<file path="src/hdl/low_region_supported_pkg.sv">
// package: register map, field layout and carriers for the protected low region
package low_region_supported_pkg;
   localparam int unsigned LOW_REGION_SUPPORTED_DATA_W = 32;
   localparam int unsigned LOW_REGION_SUPPORTED_ADDR_W = 12;
   // register byte offsets
   localparam logic [11:0] LOW_REGION_SUPPORTED_OFF_ENABLE = 12'h064;
   localparam logic [11:0] LOW_REGION_SUPPORTED_OFF_BASE = 12'h068;
   localparam logic [11:0] LOW_REGION_SUPPORTED_OFF_LIMIT = 12'h06C;
   localparam logic [11:0] LOW_REGION_SUPPORTED_OFF_CAP = 12'h080;
   // field positions
   localparam int unsigned LOW_REGION_SUPPORTED_EN_ON_BIT = 31;
   localparam int unsigned LOW_REGION_SUPPORTED_EN_STS_BIT = 0;
   localparam int unsigned LOW_REGION_SUPPORTED_CAP_LOW_BIT = 0;
   localparam int unsigned LOW_REGION_SUPPORTED_CAP_REMAP_BIT = 1;
   // default alignment: bits N:0 reserved
   localparam int unsigned LOW_REGION_SUPPORTED_RSVD_N = 20;
   localparam logic [31:0] LOW_REGION_SUPPORTED_RESET_VAL = 32'h0000_0000;

   // dma request carrier
   typedef struct packed {
      logic valid;
      logic [31:0] addr;
   } low_region_supported_dma_req_t;

   // dma verdict carrier
   typedef struct packed {
      logic valid;
      logic blocked;
   } low_region_supported_dma_rsp_t;
endpackage : low_region_supported_pkg

</file>
<file path="src/hdl/low_region_supported_region.sv">
// protected low-memory region registers, decode and dma check
//
// Contract
// RQ1: software programs base and limit before switching protected memory on.
// RQ2: software leaves base and limit alone while the status bit shows regions enabled.
// RQ3: without low-region support both region registers are read-only and ignore writes.
// RQ4: bits N:0 read as zero, so writing all ones reveals N.
// RQ5: the decoded base takes bits N:0 as zeros.
// RQ6: the decoded limit takes bits N:0 as ones, an inclusive last address.
// RQ7: software keeps the region below the 4GB boundary.
// RQ8: equal upper bits of base and limit give a region of 2 to the power N+1 bytes.
// RQ9: a limit below the base disables the region.
// RQ10: the base register at 068h holds a field in bits 31:(N+1), reset zero.
// RQ11: the limit register at 06Ch holds a field in bits 31:(N+1), reset zero.
// RQ12: with protection on and remapping off every dma hit on the region is blocked.
// RQ13: status bit 0 of the enable register reads 1 while protection is in force.
// RQ14: an address hits when it lies between decoded base and limit inclusive.
`timescale 1ns/1ps
module low_region_supported_region
#(
   parameter int unsigned RSVD_N = low_region_supported_pkg::LOW_REGION_SUPPORTED_RSVD_N,
   parameter bit LOW_SUPPORTED = 1'b1
)
(
   // clock and reset
   input wire logic pclk,
   input wire logic presetn,
   // apb slave
   input wire logic psel,
   input wire logic penable,
   input wire logic pwrite,
   input wire logic [low_region_supported_pkg::LOW_REGION_SUPPORTED_ADDR_W-1:0] paddr,
   input wire logic [low_region_supported_pkg::LOW_REGION_SUPPORTED_DATA_W-1:0] pwdata,
   input wire logic [3:0] pstrb,
   output logic [low_region_supported_pkg::LOW_REGION_SUPPORTED_DATA_W-1:0] prdata,
   output logic pready,
   output logic pslverr,
   // remapping state from the translation unit, same clock
   input wire logic remap_on,
   // dma check
   input wire low_region_supported_pkg::low_region_supported_dma_req_t dma_req,
   output low_region_supported_pkg::low_region_supported_dma_rsp_t dma_rsp
);
   import low_region_supported_pkg::*;

   localparam logic [31:0] RSVD_MASK = 32'(({32'h0, 1'b1} << (RSVD_N + 1)) - 33'h1);
   localparam logic [31:0] FIELD_MASK = ~RSVD_MASK;
   localparam int unsigned ON_LANE = LOW_REGION_SUPPORTED_EN_ON_BIT / 8;

   logic [31:0] base_q;
   logic [31:0] base_d;
   logic [31:0] limit_q;
   logic [31:0] limit_d;
   logic on_q;
   logic on_d;
   logic sts_q;
   logic [31:0] rdata_q;
   logic [31:0] rdata_d;
   logic ready_q;
   logic slverr_q;
   logic slverr_d;
   low_region_supported_dma_rsp_t rsp_q;
   low_region_supported_dma_rsp_t rsp_d;

   // bus decode; reads fetch in setup, writes land with pready
   wire setup_w = psel && !penable;
   wire access_w = psel && penable && ready_q;
   wire wr_w = access_w && pwrite;
   wire rd_w = setup_w && !pwrite;
   wire hit_en = (paddr == LOW_REGION_SUPPORTED_OFF_ENABLE);
   wire hit_base = (paddr == LOW_REGION_SUPPORTED_OFF_BASE);
   wire hit_limit = (paddr == LOW_REGION_SUPPORTED_OFF_LIMIT);
   wire hit_cap = (paddr == LOW_REGION_SUPPORTED_OFF_CAP);
   wire mapped_w = hit_en || hit_base || hit_limit || hit_cap;
   wire regs_writable = LOW_SUPPORTED; // RQ3

   // byte-lane merge
   wire [31:0] strb_mask = {{8{pstrb[3]}}, {8{pstrb[2]}}, {8{pstrb[1]}}, {8{pstrb[0]}}};
   wire [31:0] base_merge = (base_q & ~strb_mask) | (pwdata & strb_mask);
   wire [31:0] limit_merge = (limit_q & ~strb_mask) | (pwdata & strb_mask);

   // register next values; low bits forced to zero
   assign base_d = (wr_w && hit_base && regs_writable) ? (base_merge & FIELD_MASK) : base_q; // RQ3 RQ4 RQ10
   assign limit_d = (wr_w && hit_limit && regs_writable) ? (limit_merge & FIELD_MASK) : limit_q; // RQ3 RQ4 RQ11
   assign on_d = (wr_w && hit_en && pstrb[ON_LANE]) ? pwdata[LOW_REGION_SUPPORTED_EN_ON_BIT] : on_q;

   // readback
   wire [31:0] en_rd = ({31'h0, on_q} << LOW_REGION_SUPPORTED_EN_ON_BIT) | ({31'h0, sts_q} << LOW_REGION_SUPPORTED_EN_STS_BIT); // RQ13
   wire [31:0] cap_rd = ({31'h0, regs_writable} << LOW_REGION_SUPPORTED_CAP_LOW_BIT)
      | ({31'h0, remap_on} << LOW_REGION_SUPPORTED_CAP_REMAP_BIT);
   assign rdata_d = !rd_w ? rdata_q :
      hit_en ? en_rd :
      hit_base ? base_q :
      hit_limit ? limit_q :
      hit_cap ? cap_rd : 32'h0000_0000;
   assign slverr_d = setup_w && !mapped_w;

   // region decode
   wire [31:0] dec_base = base_q & FIELD_MASK; // RQ5
   wire [31:0] dec_limit = limit_q | RSVD_MASK; // RQ6 RQ8
   wire region_en = (limit_q >= base_q); // RQ9
   wire in_region = (dma_req.addr >= dec_base) && (dma_req.addr <= dec_limit); // RQ14
   wire block_w = sts_q && !remap_on && region_en && in_region; // RQ12

   always_comb
   begin
      rsp_d.valid = dma_req.valid;
      rsp_d.blocked = dma_req.valid && block_w; // RQ12
   end

   // aligned base
   always_ff @(posedge pclk or negedge presetn)
   begin
      if (!presetn)
      begin
         base_q <= LOW_REGION_SUPPORTED_RESET_VAL;
      end
      else
      begin
         base_q <= base_d; // RQ10
      end
   end

   // aligned limit
   always_ff @(posedge pclk or negedge presetn)
   begin
      if (!presetn)
      begin
         limit_q <= LOW_REGION_SUPPORTED_RESET_VAL;
      end
      else
      begin
         limit_q <= limit_d; // RQ11
      end
   end

   // protection switch
   always_ff @(posedge pclk or negedge presetn)
   begin
      if (!presetn)
      begin
         on_q <= 1'b0;
      end
      else
      begin
         on_q <= on_d;
      end
   end

   // status lags the switch by one cycle
   always_ff @(posedge pclk or negedge presetn)
   begin
      if (!presetn)
      begin
         sts_q <= 1'b0;
      end
      else
      begin
         sts_q <= on_q; // RQ13
      end
   end

   // read data, held until the next read
   always_ff @(posedge pclk or negedge presetn)
   begin
      if (!presetn)
      begin
         rdata_q <= LOW_REGION_SUPPORTED_RESET_VAL;
      end
      else
      begin
         rdata_q <= rdata_d;
      end
   end

   // ready for exactly the access cycle
   always_ff @(posedge pclk or negedge presetn)
   begin
      if (!presetn)
      begin
         ready_q <= 1'b0;
      end
      else
      begin
         ready_q <= setup_w;
      end
   end

   // error only beside ready
   always_ff @(posedge pclk or negedge presetn)
   begin
      if (!presetn)
      begin
         slverr_q <= 1'b0;
      end
      else
      begin
         slverr_q <= slverr_d;
      end
   end

   // dma verdict, one cycle after the request
   always_ff @(posedge pclk or negedge presetn)
   begin
      if (!presetn)
      begin
         rsp_q <= '0;
      end
      else
      begin
         rsp_q <= rsp_d;
      end
   end

   assign prdata = rdata_q;
   assign pready = ready_q;
   assign pslverr = slverr_q;
   assign dma_rsp = rsp_q;

   // checks
   a_low_bits_zero: assert property (@(posedge pclk) disable iff (!presetn) // RQ4
      ((base_q & RSVD_MASK) == 32'h0) && ((limit_q & RSVD_MASK) == 32'h0))
      else $error("reserved low bits not zero");
   a_ro_when_absent: assert property (@(posedge pclk) disable iff (!presetn) // RQ3
      !regs_writable |=> $stable(base_q) && $stable(limit_q))
      else $error("region register changed while unsupported");
   a_base_write_takes: assert property (@(posedge pclk) disable iff (!presetn) // RQ10
      (wr_w && hit_base && regs_writable && pstrb == 4'hF)
      |=> base_q == ($past(pwdata) & FIELD_MASK))
      else $error("base write lost");
   a_limit_write_takes: assert property (@(posedge pclk) disable iff (!presetn) // RQ11
      (wr_w && hit_limit && regs_writable && pstrb == 4'hF)
      |=> limit_q == ($past(pwdata) & FIELD_MASK))
      else $error("limit write lost");
   a_block_in_range: assert property (@(posedge pclk) disable iff (!presetn) // RQ12
      (dma_req.valid && sts_q && !remap_on && limit_q >= base_q
      && dma_req.addr >= (base_q & FIELD_MASK) && dma_req.addr <= (limit_q | RSVD_MASK))
      |=> dma_rsp.blocked)
      else $error("protected access not blocked");
   a_no_block_disabled: assert property (@(posedge pclk) disable iff (!presetn) // RQ9
      (dma_req.valid && limit_q < base_q) |=> !dma_rsp.blocked)
      else $error("blocked while region disabled");
   a_no_block_outside: assert property (@(posedge pclk) disable iff (!presetn) // RQ14
      (dma_req.valid && (dma_req.addr < dec_base || dma_req.addr > dec_limit))
      |=> !dma_rsp.blocked)
      else $error("blocked outside region");
   a_equal_size: assert property (@(posedge pclk) disable iff (!presetn) // RQ8
      (base_q == limit_q) |-> (dec_limit - dec_base == RSVD_MASK))
      else $error("equal base and limit give wrong size");
   a_status_follows: assert property (@(posedge pclk) disable iff (!presetn) // RQ13
      $rose(on_q) |=> sts_q ##0 en_rd[LOW_REGION_SUPPORTED_EN_STS_BIT])
      else $error("status did not follow enable");
   a_ready_one_cycle: assert property (@(posedge pclk) disable iff (!presetn)
      setup_w |=> pready ##1 !pready || setup_w)
      else $error("apb ready timing wrong");

   // bus answer checks
   a_err_unmapped: assert property (@(posedge pclk) disable iff (!presetn)
      (setup_w && !mapped_w) |=> pslverr)
      else $error("unmapped access not flagged");
   a_err_with_ready: assert property (@(posedge pclk) disable iff (!presetn)
      pslverr |-> pready)
      else $error("error shown without ready");
   a_ready_in_access: assert property (@(posedge pclk) disable iff (!presetn)
      pready |-> (psel && penable))
      else $error("ready outside access phase");
   a_no_setup_write: assert property (@(posedge pclk) disable iff (!presetn)
      (setup_w && pwrite && hit_base) |=> $stable(base_q))
      else $error("write landed in setup cycle");
   a_base_readback: assert property (@(posedge pclk) disable iff (!presetn) // RQ10
      (rd_w && hit_base) |=> (prdata == $past(base_q)))
      else $error("base readback wrong");
   a_limit_readback: assert property (@(posedge pclk) disable iff (!presetn) // RQ11
      (rd_w && hit_limit) |=> (prdata == $past(limit_q)))
      else $error("limit readback wrong");
   a_unmapped_zero: assert property (@(posedge pclk) disable iff (!presetn)
      (rd_w && !mapped_w) |=> (prdata == 32'h0000_0000))
      else $error("unmapped read not zero");
   a_ro_readback: assert property (@(posedge pclk) disable iff (!presetn) // RQ3
      (rd_w && hit_base && !regs_writable) |=> (prdata == LOW_REGION_SUPPORTED_RESET_VAL))
      else $error("read-only base changed");
   a_status_readback: assert property (@(posedge pclk) disable iff (!presetn) // RQ13
      (rd_w && hit_en) |=> (prdata[LOW_REGION_SUPPORTED_EN_STS_BIT] == $past(sts_q)))
      else $error("status readback wrong");
   a_status_clears: assert property (@(posedge pclk) disable iff (!presetn) // RQ13
      $fell(on_q) |=> !sts_q)
      else $error("status did not clear");
   a_enable_write: assert property (@(posedge pclk) disable iff (!presetn)
      (wr_w && hit_en && pstrb[ON_LANE]) |=> (on_q == $past(pwdata[LOW_REGION_SUPPORTED_EN_ON_BIT])))
      else $error("enable write lost");
   a_cap_low_bit: assert property (@(posedge pclk) disable iff (!presetn) // RQ3
      (rd_w && hit_cap) |=> (prdata[LOW_REGION_SUPPORTED_CAP_LOW_BIT] == LOW_SUPPORTED))
      else $error("capability bit wrong");

   // dma verdict checks
   a_no_block_remap: assert property (@(posedge pclk) disable iff (!presetn) // RQ12
      (dma_req.valid && remap_on) |=> !dma_rsp.blocked)
      else $error("blocked while remapping on");
   a_no_block_off: assert property (@(posedge pclk) disable iff (!presetn) // RQ12
      (dma_req.valid && !sts_q) |=> !dma_rsp.blocked)
      else $error("blocked while protection off");
   a_verdict_valid: assert property (@(posedge pclk) disable iff (!presetn)
      dma_req.valid |=> dma_rsp.valid)
      else $error("verdict missing");
   a_verdict_idle: assert property (@(posedge pclk) disable iff (!presetn)
      !dma_req.valid |=> (!dma_rsp.valid && !dma_rsp.blocked))
      else $error("verdict without request");
endmodule : low_region_supported_region

</file>
<file path="config.mk">
export PLATFORM = sky130hd
export DESIGN_NAME = low_region_supported_region
export DESIGN_NICKNAME = d
export VERILOG_FILES = /design/src/hdl/low_region_supported_pkg.sv /design/src/hdl/low_region_supported_region.sv
export SDC_FILE = /design/constraint.sdc
export NUM_CORES = 1
export LEC_CHECK = 0
export BUFFER_PORTS_ARGS = -buffer_cell sky130_fd_sc_hd__buf_2
export CELL_PAD_IN_SITES_DETAIL_PLACEMENT = 0
export CELL_PAD_IN_SITES_GLOBAL_PLACEMENT = 1
export CORE_ASPECT_RATIO = 0.5
export CORE_MARGIN = 2
export CORE_UTILIZATION = 39
export CTS_BUF_LIST = sky130_fd_sc_hd__clkbuf_2 sky130_fd_sc_hd__clkbuf_4 sky130_fd_sc_hd__clkbuf_8
export CTS_CLUSTER_SIZE = 10
export DETAILED_ROUTE_END_ITERATION = 8
export PLACE_DENSITY = 0.95
export SLEW_MARGIN = 10
export SYNTH_ARGS = -nofsm -noshare
export SYNTH_HDL_FRONTEND = slang
export SYNTH_SLANG_ARGS = --single-unit
</file>
<file path="constraint.sdc">
create_clock -name pclk -period 3.45 [get_ports pclk]
set_input_delay 0.69 -clock pclk [delete_from_list [all_inputs] [get_ports pclk]]
set_output_delay 0.69 -clock pclk [all_outputs]
set_load 0.1 [all_outputs]
</file>
### After elaboration in Yosys (flattened, before gate mapping)

Index checks and enable logic that the tools add are counted.

* bits in registers: 60
* output and inout bits: 36

* order comparisons: 3
* eq/ne operators: 4
* multiplexer cells: 4
* bitwise operators: 7
* reductions and logical operators: 22

Operator list (number)
* 32-bit AND: 3
* 32-bit two-way mux: 3
* 32-bit greater-or-equal comparator: 2
* 32-bit bitwise OR: 2
* 12-bit by 7-bit equality test with 1-bit output (second input constant): 3
* 32-bit less-or-equal comparator: 1
* 32-bit NOT: 1
* 32-bit by 1-bit bitwise OR with 32-bit output: 1
* 1-bit logical AND: 15
* 12-bit by 8-bit equality test with 1-bit output (second input constant): 1
* 1-bit zero test: 4
* 1-bit logical OR: 3
* 2-bit two-way mux: 1

### Longest topological paths before layout

Gate-level depths: netlist of the first run.

* depth in word-level cells: 6
* gate-level depth with buffers: 7

### Worst setup path after synthesis of the first run

Ideal clock, no wire load.

* path type: input -> register
* from: input port paddr[9] (netlist bit)
* to: register with a tool-made name
* setup time: 0.125 ns
* data arrival time: 2.317 ns
* required time: 3.325 ns
* setup slack: 1.008 ns
* cell stages on the path: 6
* cell sequence: or4_4 > nor4_4 > and3_4 > and3_4 > buf_12 > mux2_4

RTL lines
* start: declaration: line low_region_supported_region.sv:32 `input wire logic [low_region_supported_pkg::LOW_REGION_SUPPORTED_ADDR_W-1:0] paddr,`

==> results of run 1 <==
-- report_power, final --
part / internal [mW] / switching (mW) / total [mW]
sequential: 0.504 / 0.0119 / 0.516
combinational: 0.0727 / 0.343 / 0.416
clock: 0.287 / 0.168 / 0.455
total: 0.864 / 0.523 / 1.39
-- worst max-delay path, delay by kind of cell --
kind	cells	cell delay [ns]
muxes	1	0.38
buffers and inverters	1	0.09
and+or+nand+nor	4	1.54
-- final cells by class --
type / instances / share of cell area, %
Tap cell: 92 / 3.47
Multi-Input combinational cell: 198 / 46.1
Timing Repair Buffer: 82 / 12.5
Sequential cell: 41 / 31.0
Clock buffer: 5 / 2.08
Clock inverter: 3 / 1.96
Inverter: 25 / 2.83
-- layout by cell type, fill, tap and decap left out, drive strengths merged, types with 3 or more instances in the layout --
master  synthesis  final
dfrtp          41     41
a21o            6      6
nand2           8      8
nand3           4      4
nand4          13     13
nor4b           3      3
ha             33     33
a21oi          20     20
clkbuf          2      5
and3            7      7
buf            23     82
nor4            7      7
mux2           23     23
nor3            4      4
o21ai           5      5
conb            1     19
a22oi          10     10
inv            25     25
nor2           16     16
-- stage by stage --
stage	instances	power [mW]	cell area [sq um]
final	446	1.39	3310
after floorplan	289	0.861	2840
after global routing	446	1.45	3310
after global placement	438	0.938	3180
after detailed placement	438	0.942	3180
after CTS	446	1.40	3310
-- worst max path at each step --
stage                     startpoint       end  cells after the start
final                       paddr[9]  register                      6
after global routing        paddr[9]  register                      6
after CTS                   paddr[9]  register                      6
after detailed placement    paddr[9]  register                      6
after global placement      paddr[9]  register                      6
after floorplan             paddr[9]  register                      6
-- routing by layer --
metal	GRT usage, %	share of wire, %	vias up
met5	0	0	-
met4	3.55	0.57	0
met3	3.53	4.4	5
met2	26.3	49	51
met1	21.7	46	1096
li1	-	-	1123
-- logic make-up (layout without fill, tap and decap cells) --
logic type | after synthesis | in the layout | synth area share [%]
buf+inv | 50 | 115 | 10.2
flops | 41 | 41 | 37.1
compound gates | 51 | 51 | 11.8
mux | 23 | 23 | 10.4
other cells | 1 | 19 | 0.135
simple gates | 72 | 72 | 15.5
fa+ha+maj | 33 | 33 | 14.9
==> metrics.yaml, run 1 <==
critical_path:
  slowest_stage: "or4_4"
  slowest_delay_ns: 0.55
  worstPathRequired_ns: 3.63
  r2r_setup_slack_ns: 1.39
  cp-end-kind: "register"
  start_kind: "input pin"
  rr_worst_depth: 7
  path_class: "in -> reg"
  path_cells: "buf_2 -> or4_4 -> nor4_4 -> and3_1 -> and2b_1 -> mux2_2"
  arrival_ns: 2.72
  r2r_end: "dma_rsp[0]$_DFF_PN0_"
  cp_max_fo: 8
cells_and_area:
  fill_cells: 666
  fin_util_pct: 48.9
  antennaDiodeCount: 0
  drive_gt1_share_pct: 33.3
  multi_input_area_sq_um: 1530
  fin_nets: 473
  syn_to_final_growth_pct: 19.7
  final-seq-area_sq_um: 1030
global_route:
  antenna_found_initial: 0
  grt_pass1_wl_um: 9940
  grt_pass1_vias: 2157
  grt_max_degree: 42
  grt_use_total_pct: 16.1
  overflow: 0
status:
  outcome: "completed"
sta:
  min_period_over_period_pct: 73.7
  timing.fmax_ghz: 0.393
  finalSetupViolCount: 0
  min_period_ns: 2.54
  slew_headroom_pct: 39.6
  worst_slack_ns: 0.908
  whs_ns: 0.405
  slew_violations: 0
  hold_viol: 0
  rsz0062_at_grt: "false"
  finClkSkew_ns: 0.00749
  fin_tns_setup_ns: 0
  worst_pin_slew_ns: 0.906
floorplan:
  num_io_pins: 123
  core_sq_um: 6780
  dieArea_sq_um: 7830
  rows: 21
  start_util_pct: 40.8
  die_h_um: 63.6
  dieWidth_um: 123
synth:
  synth_top_cell_area_share_pct: 37.1
  ys_top_cells_by_count: "dfrtp_1, ha_1, inv_1"
  yosysWarnings: 0
  syn_area_sq_um: 2770
  avgSynthCellArea_sq_um: 10.2
  synth_top_flop_cell: "dfrtp_1"
  synth.distinct_cells: 40
  synth-seq-cells: 41
  yosysTopAreaCell: "dfrtp_1"
  synth-seq-area-share_pct: 37.1
  synth_most_common_cell: "dfrtp_1"
  synth_area_leaders: "dfrtp_1, ha_1, mux2_2"
  synth-edff-count: 0
  synth_cells: 271
  synthArstFlopShare_pct: 100
clock_network:
  cts_tree: "built"
  clk_pin_slew_ns: 0.08
  numCtsBuffers: 5
  cts.sinks: 41
  cts_hold_buf: 0
  insertion_delay_ns: 0.29
  post_cts_buffers: 0
  ctsResizeCount: 0
  cts_htree_levels: 2
  ctsLongestPathBuffers: 2
  clockRootBuffer: "clkbuf_8"
worst_hold_path:
  hold-path-cell-count: 0
  hold_end: "sts_q$_DFF_PN0_"
  worstHoldPathType: "reg -> reg"
  hp-start: "on_q$_DFFE_PN0P_"
routing:
  drt_iter0_markers: 77
  vias_per_cell: 5.10
  ant_nets: 0
  drc: 0
  vias: 2275
  dr.pass1.iters: 4
  wire_per_inst_um: 13.7
  wl_um: 6100
placed_design:
  port_buffers: 80
  routabilityCongestion: 0.833
  place_ws_ns: 0.599
  dp_hpwl_um: 4960
power:
  p_leak_nw: 1.61
  peakVddDrop_mv: 0.172
  p_per_area_nw_per_um2: 419
run:
  max_cap_violations: 0
No activity file was read; power rests on OpenSTA's default activity.
==> inputs of run 2 (changes only) <==
CORE_UTILIZATION = 36   (was 39)
PLACE_DENSITY = 0.89   (was 0.95)
clock period = 2.35 ns   (was 3.45 ns; I/O delays follow)
==> run 2 against run 1 <==
Effect of this change:
- first-iteration DRC count is 140% higher
- non-clock buffer count up 11
- die area increased by 7.9%
- core utilization down 3.2 points
- clock skew fell by 0.0012 ns
- routed wire length is 0.23% higher
==> metrics.yaml, run 2 (synthesis results as in run 1) <==
global_route:
  overflow: 0  # unchanged
  grt_max_degree: 26  # -38%
  antenna_found_initial: 0  # unchanged
  grt_pass1_wl_um: 10200  # +2.4%
  grt_pass1_vias: 2230  # +3.4%
  grt_use_total_pct: 15.3  # -0.75 points
sta:
  slew_violations: 0  # unchanged
  min_period_over_period_pct: 89.3
  hold_viol: 0  # unchanged
  min_period_ns: 2.10
  rsz0062_at_grt: "false"
  worst_slack_ns: 0.250  # -0.658 ns
  finClkSkew_ns: 0.00634  # -0.00115 ns
  timing.fmax_ghz: 0.476
  finalSetupViolCount: 0  # unchanged
floorplan:
  dieWidth_um: 128  # +4.0%
  core_sq_um: 7380  # +8.8%
  die_h_um: 66.0  # +3.8%
  dieArea_sq_um: 8450  # +7.9%
  rows: 22  # +4.8%
  num_io_pins: 123  # unchanged
  start_util_pct: 37.5  # -3.3 points
clock_network:
  cts.sinks: 41  # unchanged
  ctsResizeCount: 0  # unchanged
  cts_htree_levels: 2  # unchanged
  cts_hold_buf: 0  # unchanged
  clk_pin_slew_ns: 0.08  # about the same
  numCtsBuffers: 5  # unchanged
  cts_tree: "built"
  ctsLongestPathBuffers: 2  # unchanged
  insertion_delay_ns: 0.29  # about the same
  clockRootBuffer: "clkbuf_8"
  post_cts_buffers: 0  # unchanged
routing:
  dr.pass1.iters: 4  # unchanged
  vias: 2316  # +1.8%
  wire_per_inst_um: 13.3  # -3.0%
  drc: 0  # unchanged
  ant_nets: 0  # unchanged
  vias_per_cell: 5.02  # -1.5%
  drt_iter0_markers: 188  # +140%
  wl_um: 6110  # +0.23%
power:
  p_per_area_nw_per_um2: 542  # +29%
  p_switching_mw: 0.756  # +45%
  p_comb_share_pct: 33.7  # +3.7 points
  peakVddDrop_mv: 0.222  # +29%
  internal_power_mw: 1.07  # +24%
  p_clk_share_pct: 24.8  # -8.0 points
  switching_share_pct: 41.5  # +3.8 points
  p_leak_nw: 1.65  # +2.5%
  power_frac_seq_pct: 41.6  # +4.4 points
critical_path:
  slowest_stage: "or4_4"
  slowest_delay_ns: 0.54  # about the same
  path_class: "in -> reg"
  cpMostUsedCell: "and3_1"
  cp_top_family: "simple AND/OR/NAND/NOR gates"
  worstPathRequired_ns: 2.52  # -1.11 ns
  cp_num_buf_inv: 2  # +1
  start_kind: "input pin"
  path_cells: "buf_2 -> or4_4 -> nor4_4 -> and3_1 -> buf_4 -> and3_1 -> mux2_2"
  cp_max_fo: 3  # -5
  cp-end-kind: "register"
  arrival_ns: 2.27  # -0.45 ns
status:
  outcome: "completed"
cells_and_area:
  fin_nets: 484  # +2.3%
  syn_to_final_growth_pct: 21.6
  fin_util_pct: 45.6  # -3.2 points
  layout_commonest_cell: "buf_2"
  antennaDiodeCount: 0  # unchanged
  drive_gt1_share_pct: 35.3  # +2.0 points
  final_cell_mix: "buf_2, dfrtp_1, ha_1"
  fill_cells: 733  # +10%
placed_design:
  routabilityCongestion: 0.805  # -3.4%
  place_ws_ns: -0.0848  # -0.684 ns
  dp_hpwl_um: 5180  # +4.3%
  port_buffers: 80  # unchanged
worst_hold_path:
  worstHoldPathType: "in -> async"
run:
  max_cap_violations: 0  # unchanged
==> run 2: cell types whose count changed in the layout (fill, tap and decap cells not counted) <==
cell	before	now
buf_4	2	12
clkbuf_4	0	1
clkinv_2	1	2
bufinv_16	2	0
buf_12	0	1
==> run 2: routing by layer <==
metal,GRT usage [%],wire length (um),up-vias
met4,3.30,44,0
met5,0,0,-
met3,3.07,310,4
met1,20.4,2880,1100
li1,-,-,1141
met2,26.0,2880,71
==> run 2: per-stage QoR <==
stage / hold WS (ns) / TNS [ns] / cells / area, sq um / power [mW]
floorplan: 0.174 / 0 / 289 / 2840 / 1.26
global placement: 0.391 / -0.245 / 453 / 3280 / 1.38
detailed placement: 0.391 / -0.809 / 453 / 3280 / 1.39
CTS: 0.108 / 0 / 461 / 3370 / 1.84
global route: 0.126 / 0 / 461 / 3370 / 1.90
finish: 0.0983 / 0 / 461 / 3370 / 1.82
==> run 2: cell type report <==
| class | count | area (sq um) | area share (%) |
|---|---|---|---|
| tap | 96 | 120 | 3.57 |
| sequential | 41 | 1030 | 30.5 |
| clock buffer | 6 | 76.3 | 2.27 |
| multi-input combinational | 198 | 1530 | 45.4 |
| clock inverter | 2 | 10.0 | 0.297 |
| inverter | 25 | 93.8 | 2.79 |
| timing repair buffer | 93 | 510 | 15.2 |
==> run 2: power by group through the flow <==
stage | logic [mW] | clock network [mW] | registers (mW)
floorplan | 0.234 | 0 | 1.03
global placement | 0.611 | 0 | 0.770
detailed placement | 0.616 | 0 | 0.772
CTS | 0.617 | 0.462 | 0.758
global route | 0.646 | 0.496 | 0.761
finish | 0.614 | 0.452 | 0.758
==> run 2: worst register-to-register path, cell delays in order, from the launching register on <==
cell	delay (ns)
dfrtp_1	0.39
inv_1	0.06
ha_1	0.29
a21o_1	0.17
a21oi_1	0.13
o32ai_1	0.08
or4_1	0.47
a211oi_1	0.20
==> run 2: final timing paths <==
check,slack [ns],startpoint,to,cells past startpoint
worst max-delay path,0.25,paddr[9],register,7
worst min-delay path,0.1,presetn,prdata[26]$_DFFE_PN0P_,1
worst max register to register,0.49,register,dma_rsp[0]$_DFF_PN0_,7
worst min register to register,0.41,on_q$_DFFE_PN0P_,sts_q$_DFF_PN0_,0
max in group asynchronous,1.68,presetn,asynchronous set/reset pin,2
min in group pclk,0.31,dma_req[32],dma_rsp[1]$_DFF_PN0_,1
==> inputs of run 3 (changes only) <==
HOLD_SLACK_MARGIN = 0.15   (was default)
clock period = 2.2 ns   (was 2.35 ns; I/O delays follow)
==> run 3 against run 2 <==
Effect of this change:
- global-route usage decreased by 0.29 points
- sequential share of layout area decreased by 0.17 points
- design area increased by 0.56%
- largest cell class unchanged
==> metrics.yaml, run 3 (synthesis results as in run 1) <==
clock_network:
  cts.sinks: 41  # unchanged
  clockRootBuffer: "clkbuf_8"
  cts_htree_levels: 2  # unchanged
  ctsResizeCount: 0  # unchanged
  insertion_delay_ns: 0.29  # about the same
  post_cts_buffers: 0  # unchanged
  cts_hold_buf: 0  # unchanged
  numCtsBuffers: 5  # unchanged
  ctsLongestPathBuffers: 2  # unchanged
  clk_pin_slew_ns: 0.08  # about the same
  cts_tree: "built"
cells_and_area:
  antennaDiodeCount: 0  # unchanged
  instances_no_fill: 459  # -0.43%
  final_cell_area_sq_um: 3380  # +0.56%
  final_cell_mix: "buf_2, dfrtp_1, ha_1"
  drive_gt1_share_pct: 35.0  # -0.36 points
  fin_nets: 482  # -0.41%
  syn_to_final_growth_pct: 22.2
  layout_commonest_cell: "buf_2"
power:
  power_frac_seq_pct: 38.6  # -3.0 points
  switching_share_pct: 39.0  # -2.5 points
  p_clk_share_pct: 30.1  # +5.3 points
  p_leak_nw: 1.65  # about the same
  internal_power_mw: 1.28  # +19%
  peakVddDrop_mv: 0.257  # +16%
  p_switching_mw: 0.814  # +7.7%
  p_per_area_nw_per_um2: 617  # +14%
  p_comb_share_pct: 31.3  # -2.4 points
routing:
  wl_um: 6120  # about the same
  wire_per_inst_um: 13.3  # +0.52%
  met1_length_um: 2940  # +2.2%
  dr_wl_met2_um: 2840  # -1.4%
  vias: 2276  # -1.7%
  dr.pass1.iters: 4  # unchanged
  ant_nets: 0  # unchanged
  wl_met3_um: 292  # -5.8%
  drc: 0  # unchanged
  vias_per_cell: 4.96  # -1.3%
  drt_iter0_markers: 130  # -31%
  top_layer: "met4"
critical_path:
  rr_worst_depth: 7  # unchanged
  r2r_end: "dma_rsp[0]$_DFF_PN0_"
  path_class: "in -> reg"
  arrival_ns: 2.26  # about the same
  start_kind: "input pin"
  cp-end-kind: "register"
  worstPathRequired_ns: 2.38  # -0.14 ns
  cp_max_fo: 3  # unchanged
  r2r_setup_slack_ns: 0.29  # -0.20 ns
placed_design:
  dp_hpwl_um: 5070  # -2.2%
  routabilityCongestion: 0.802  # -0.43%
  port_buffers: 80  # unchanged
  place_inst: 451  # -0.44%
  placed_area_sq_um: 3260  # -0.46%
floorplan:
  die_h_um: 66.0  # unchanged
  rows: 22  # unchanged
  dieWidth_um: 128  # unchanged
  core_sq_um: 7380  # unchanged
  num_io_pins: 123  # unchanged
  start_util_pct: 37.5  # unchanged
  dieArea_sq_um: 8450  # unchanged
run:
  max_cap_violations: 0  # unchanged
sta:
  slew_violations: 0  # unchanged
  min_period_over_period_pct: 94.5
  fin_tns_setup_ns: 0  # unchanged
  finClkSkew_ns: 0.00742  # +0.00108 ns
  worst_pin_slew_ns: 0.517
  finalSetupViolCount: 0  # unchanged
  timing.fmax_ghz: 0.481
  hold_viol: 0  # unchanged
  min_period_ns: 2.08
  slew_headroom_pct: 65.5
  rsz0062_at_grt: "false"
global_route:
  overflow: 0  # unchanged
  grt_pass1_wl_um: 9990  # -1.8%
  antenna_found_initial: 0  # unchanged
  grt_pass1_vias: 2154  # -3.4%
  grt_use_total_pct: 15.0  # -0.29 points
  grt_max_degree: 42  # +62%
worst_hold_path:
  worstHoldPathType: "in -> async"
status:
  outcome: "completed"
==> run 3: cell types whose count changed in the layout (fill, tap and decap cells not counted) <==
cell        delta
clkbuf_8       +1
clkinv_2       -2
bufinv_16      +1
clkinvlp_4     +1
clkbuf_4       -1
buf_4          -2
==> run 3: final cells by class <==
type                            instances  area [sq um]
Clock inverter                          2          37.5
Timing Repair Buffer                   91           495
Sequential cell                        41          1030
Inverter                               25          93.8
Clock buffer                            6          82.6
Multi-Input combinational cell        198          1530
Tap cell                               96           120
Fill cell                             742          3990
==> run 3: worst max-delay path by stage <==
stage / from / endpoint / slack (ns) / cells past startpoint
finish: paddr[9] / register / 0.12 / 7
global route: paddr[9] / register / 0.002 / 7
CTS: paddr[9] / register / 0.10 / 7
detailed placement: paddr[9] / register / -0.21 / 7
global placement: paddr[9] / register / -0.15 / 7
floorplan: paddr[9] / register / 0.008 / 6
==> run 3: routing by layer <==
metal / GRT usage (%) / vias up
li1: - / 1138
met1: 19.9 / 1076
met2: 25.5 / 58
met3: 3.56 / 4
met4: 2.88 / 0
met5: 0 / -
==> run 3: stage by stage <==
| step | util, % | setup WS, ns | hold slack [ns] | power, mW |
|---|---|---|---|---|
| 2_1_floorplan | - | 0.00756 | 0.144 | 1.35 |
| 3_3_place_gp | 44.3 | -0.153 | 0.394 | 1.47 |
| 3_5_place_dp | 44.3 | -0.212 | 0.391 | 1.48 |
| 4_1_cts | 45.9 | 0.100 | 0.211 | 2.10 |
| 5_1_grt | 45.9 | 0.00172 | 0.242 | 2.18 |
| 6_report | 45.9 | 0.120 | 0.200 | 2.09 |
==> run 3: power groups by stage <==
stage / Clock, mW / Combinational, mW / Sequential [mW]
2_1_floorplan: 0 / 0.250 / 1.10
3_3_place_gp: 0 / 0.650 / 0.822
3_5_place_dp: 0 / 0.654 / 0.823
4_1_cts: 0.638 / 0.656 / 0.808
5_1_grt: 0.682 / 0.688 / 0.814
6_report: 0.629 / 0.653 / 0.807
==> run 3: worst max-delay path, cell delays in order <==
cell    delay, ns
buf_2        0.09
or4_4        0.54
nor4_4       0.27
and3_1       0.22
buf_4        0.12
and3_1       0.22
mux2_2       0.35
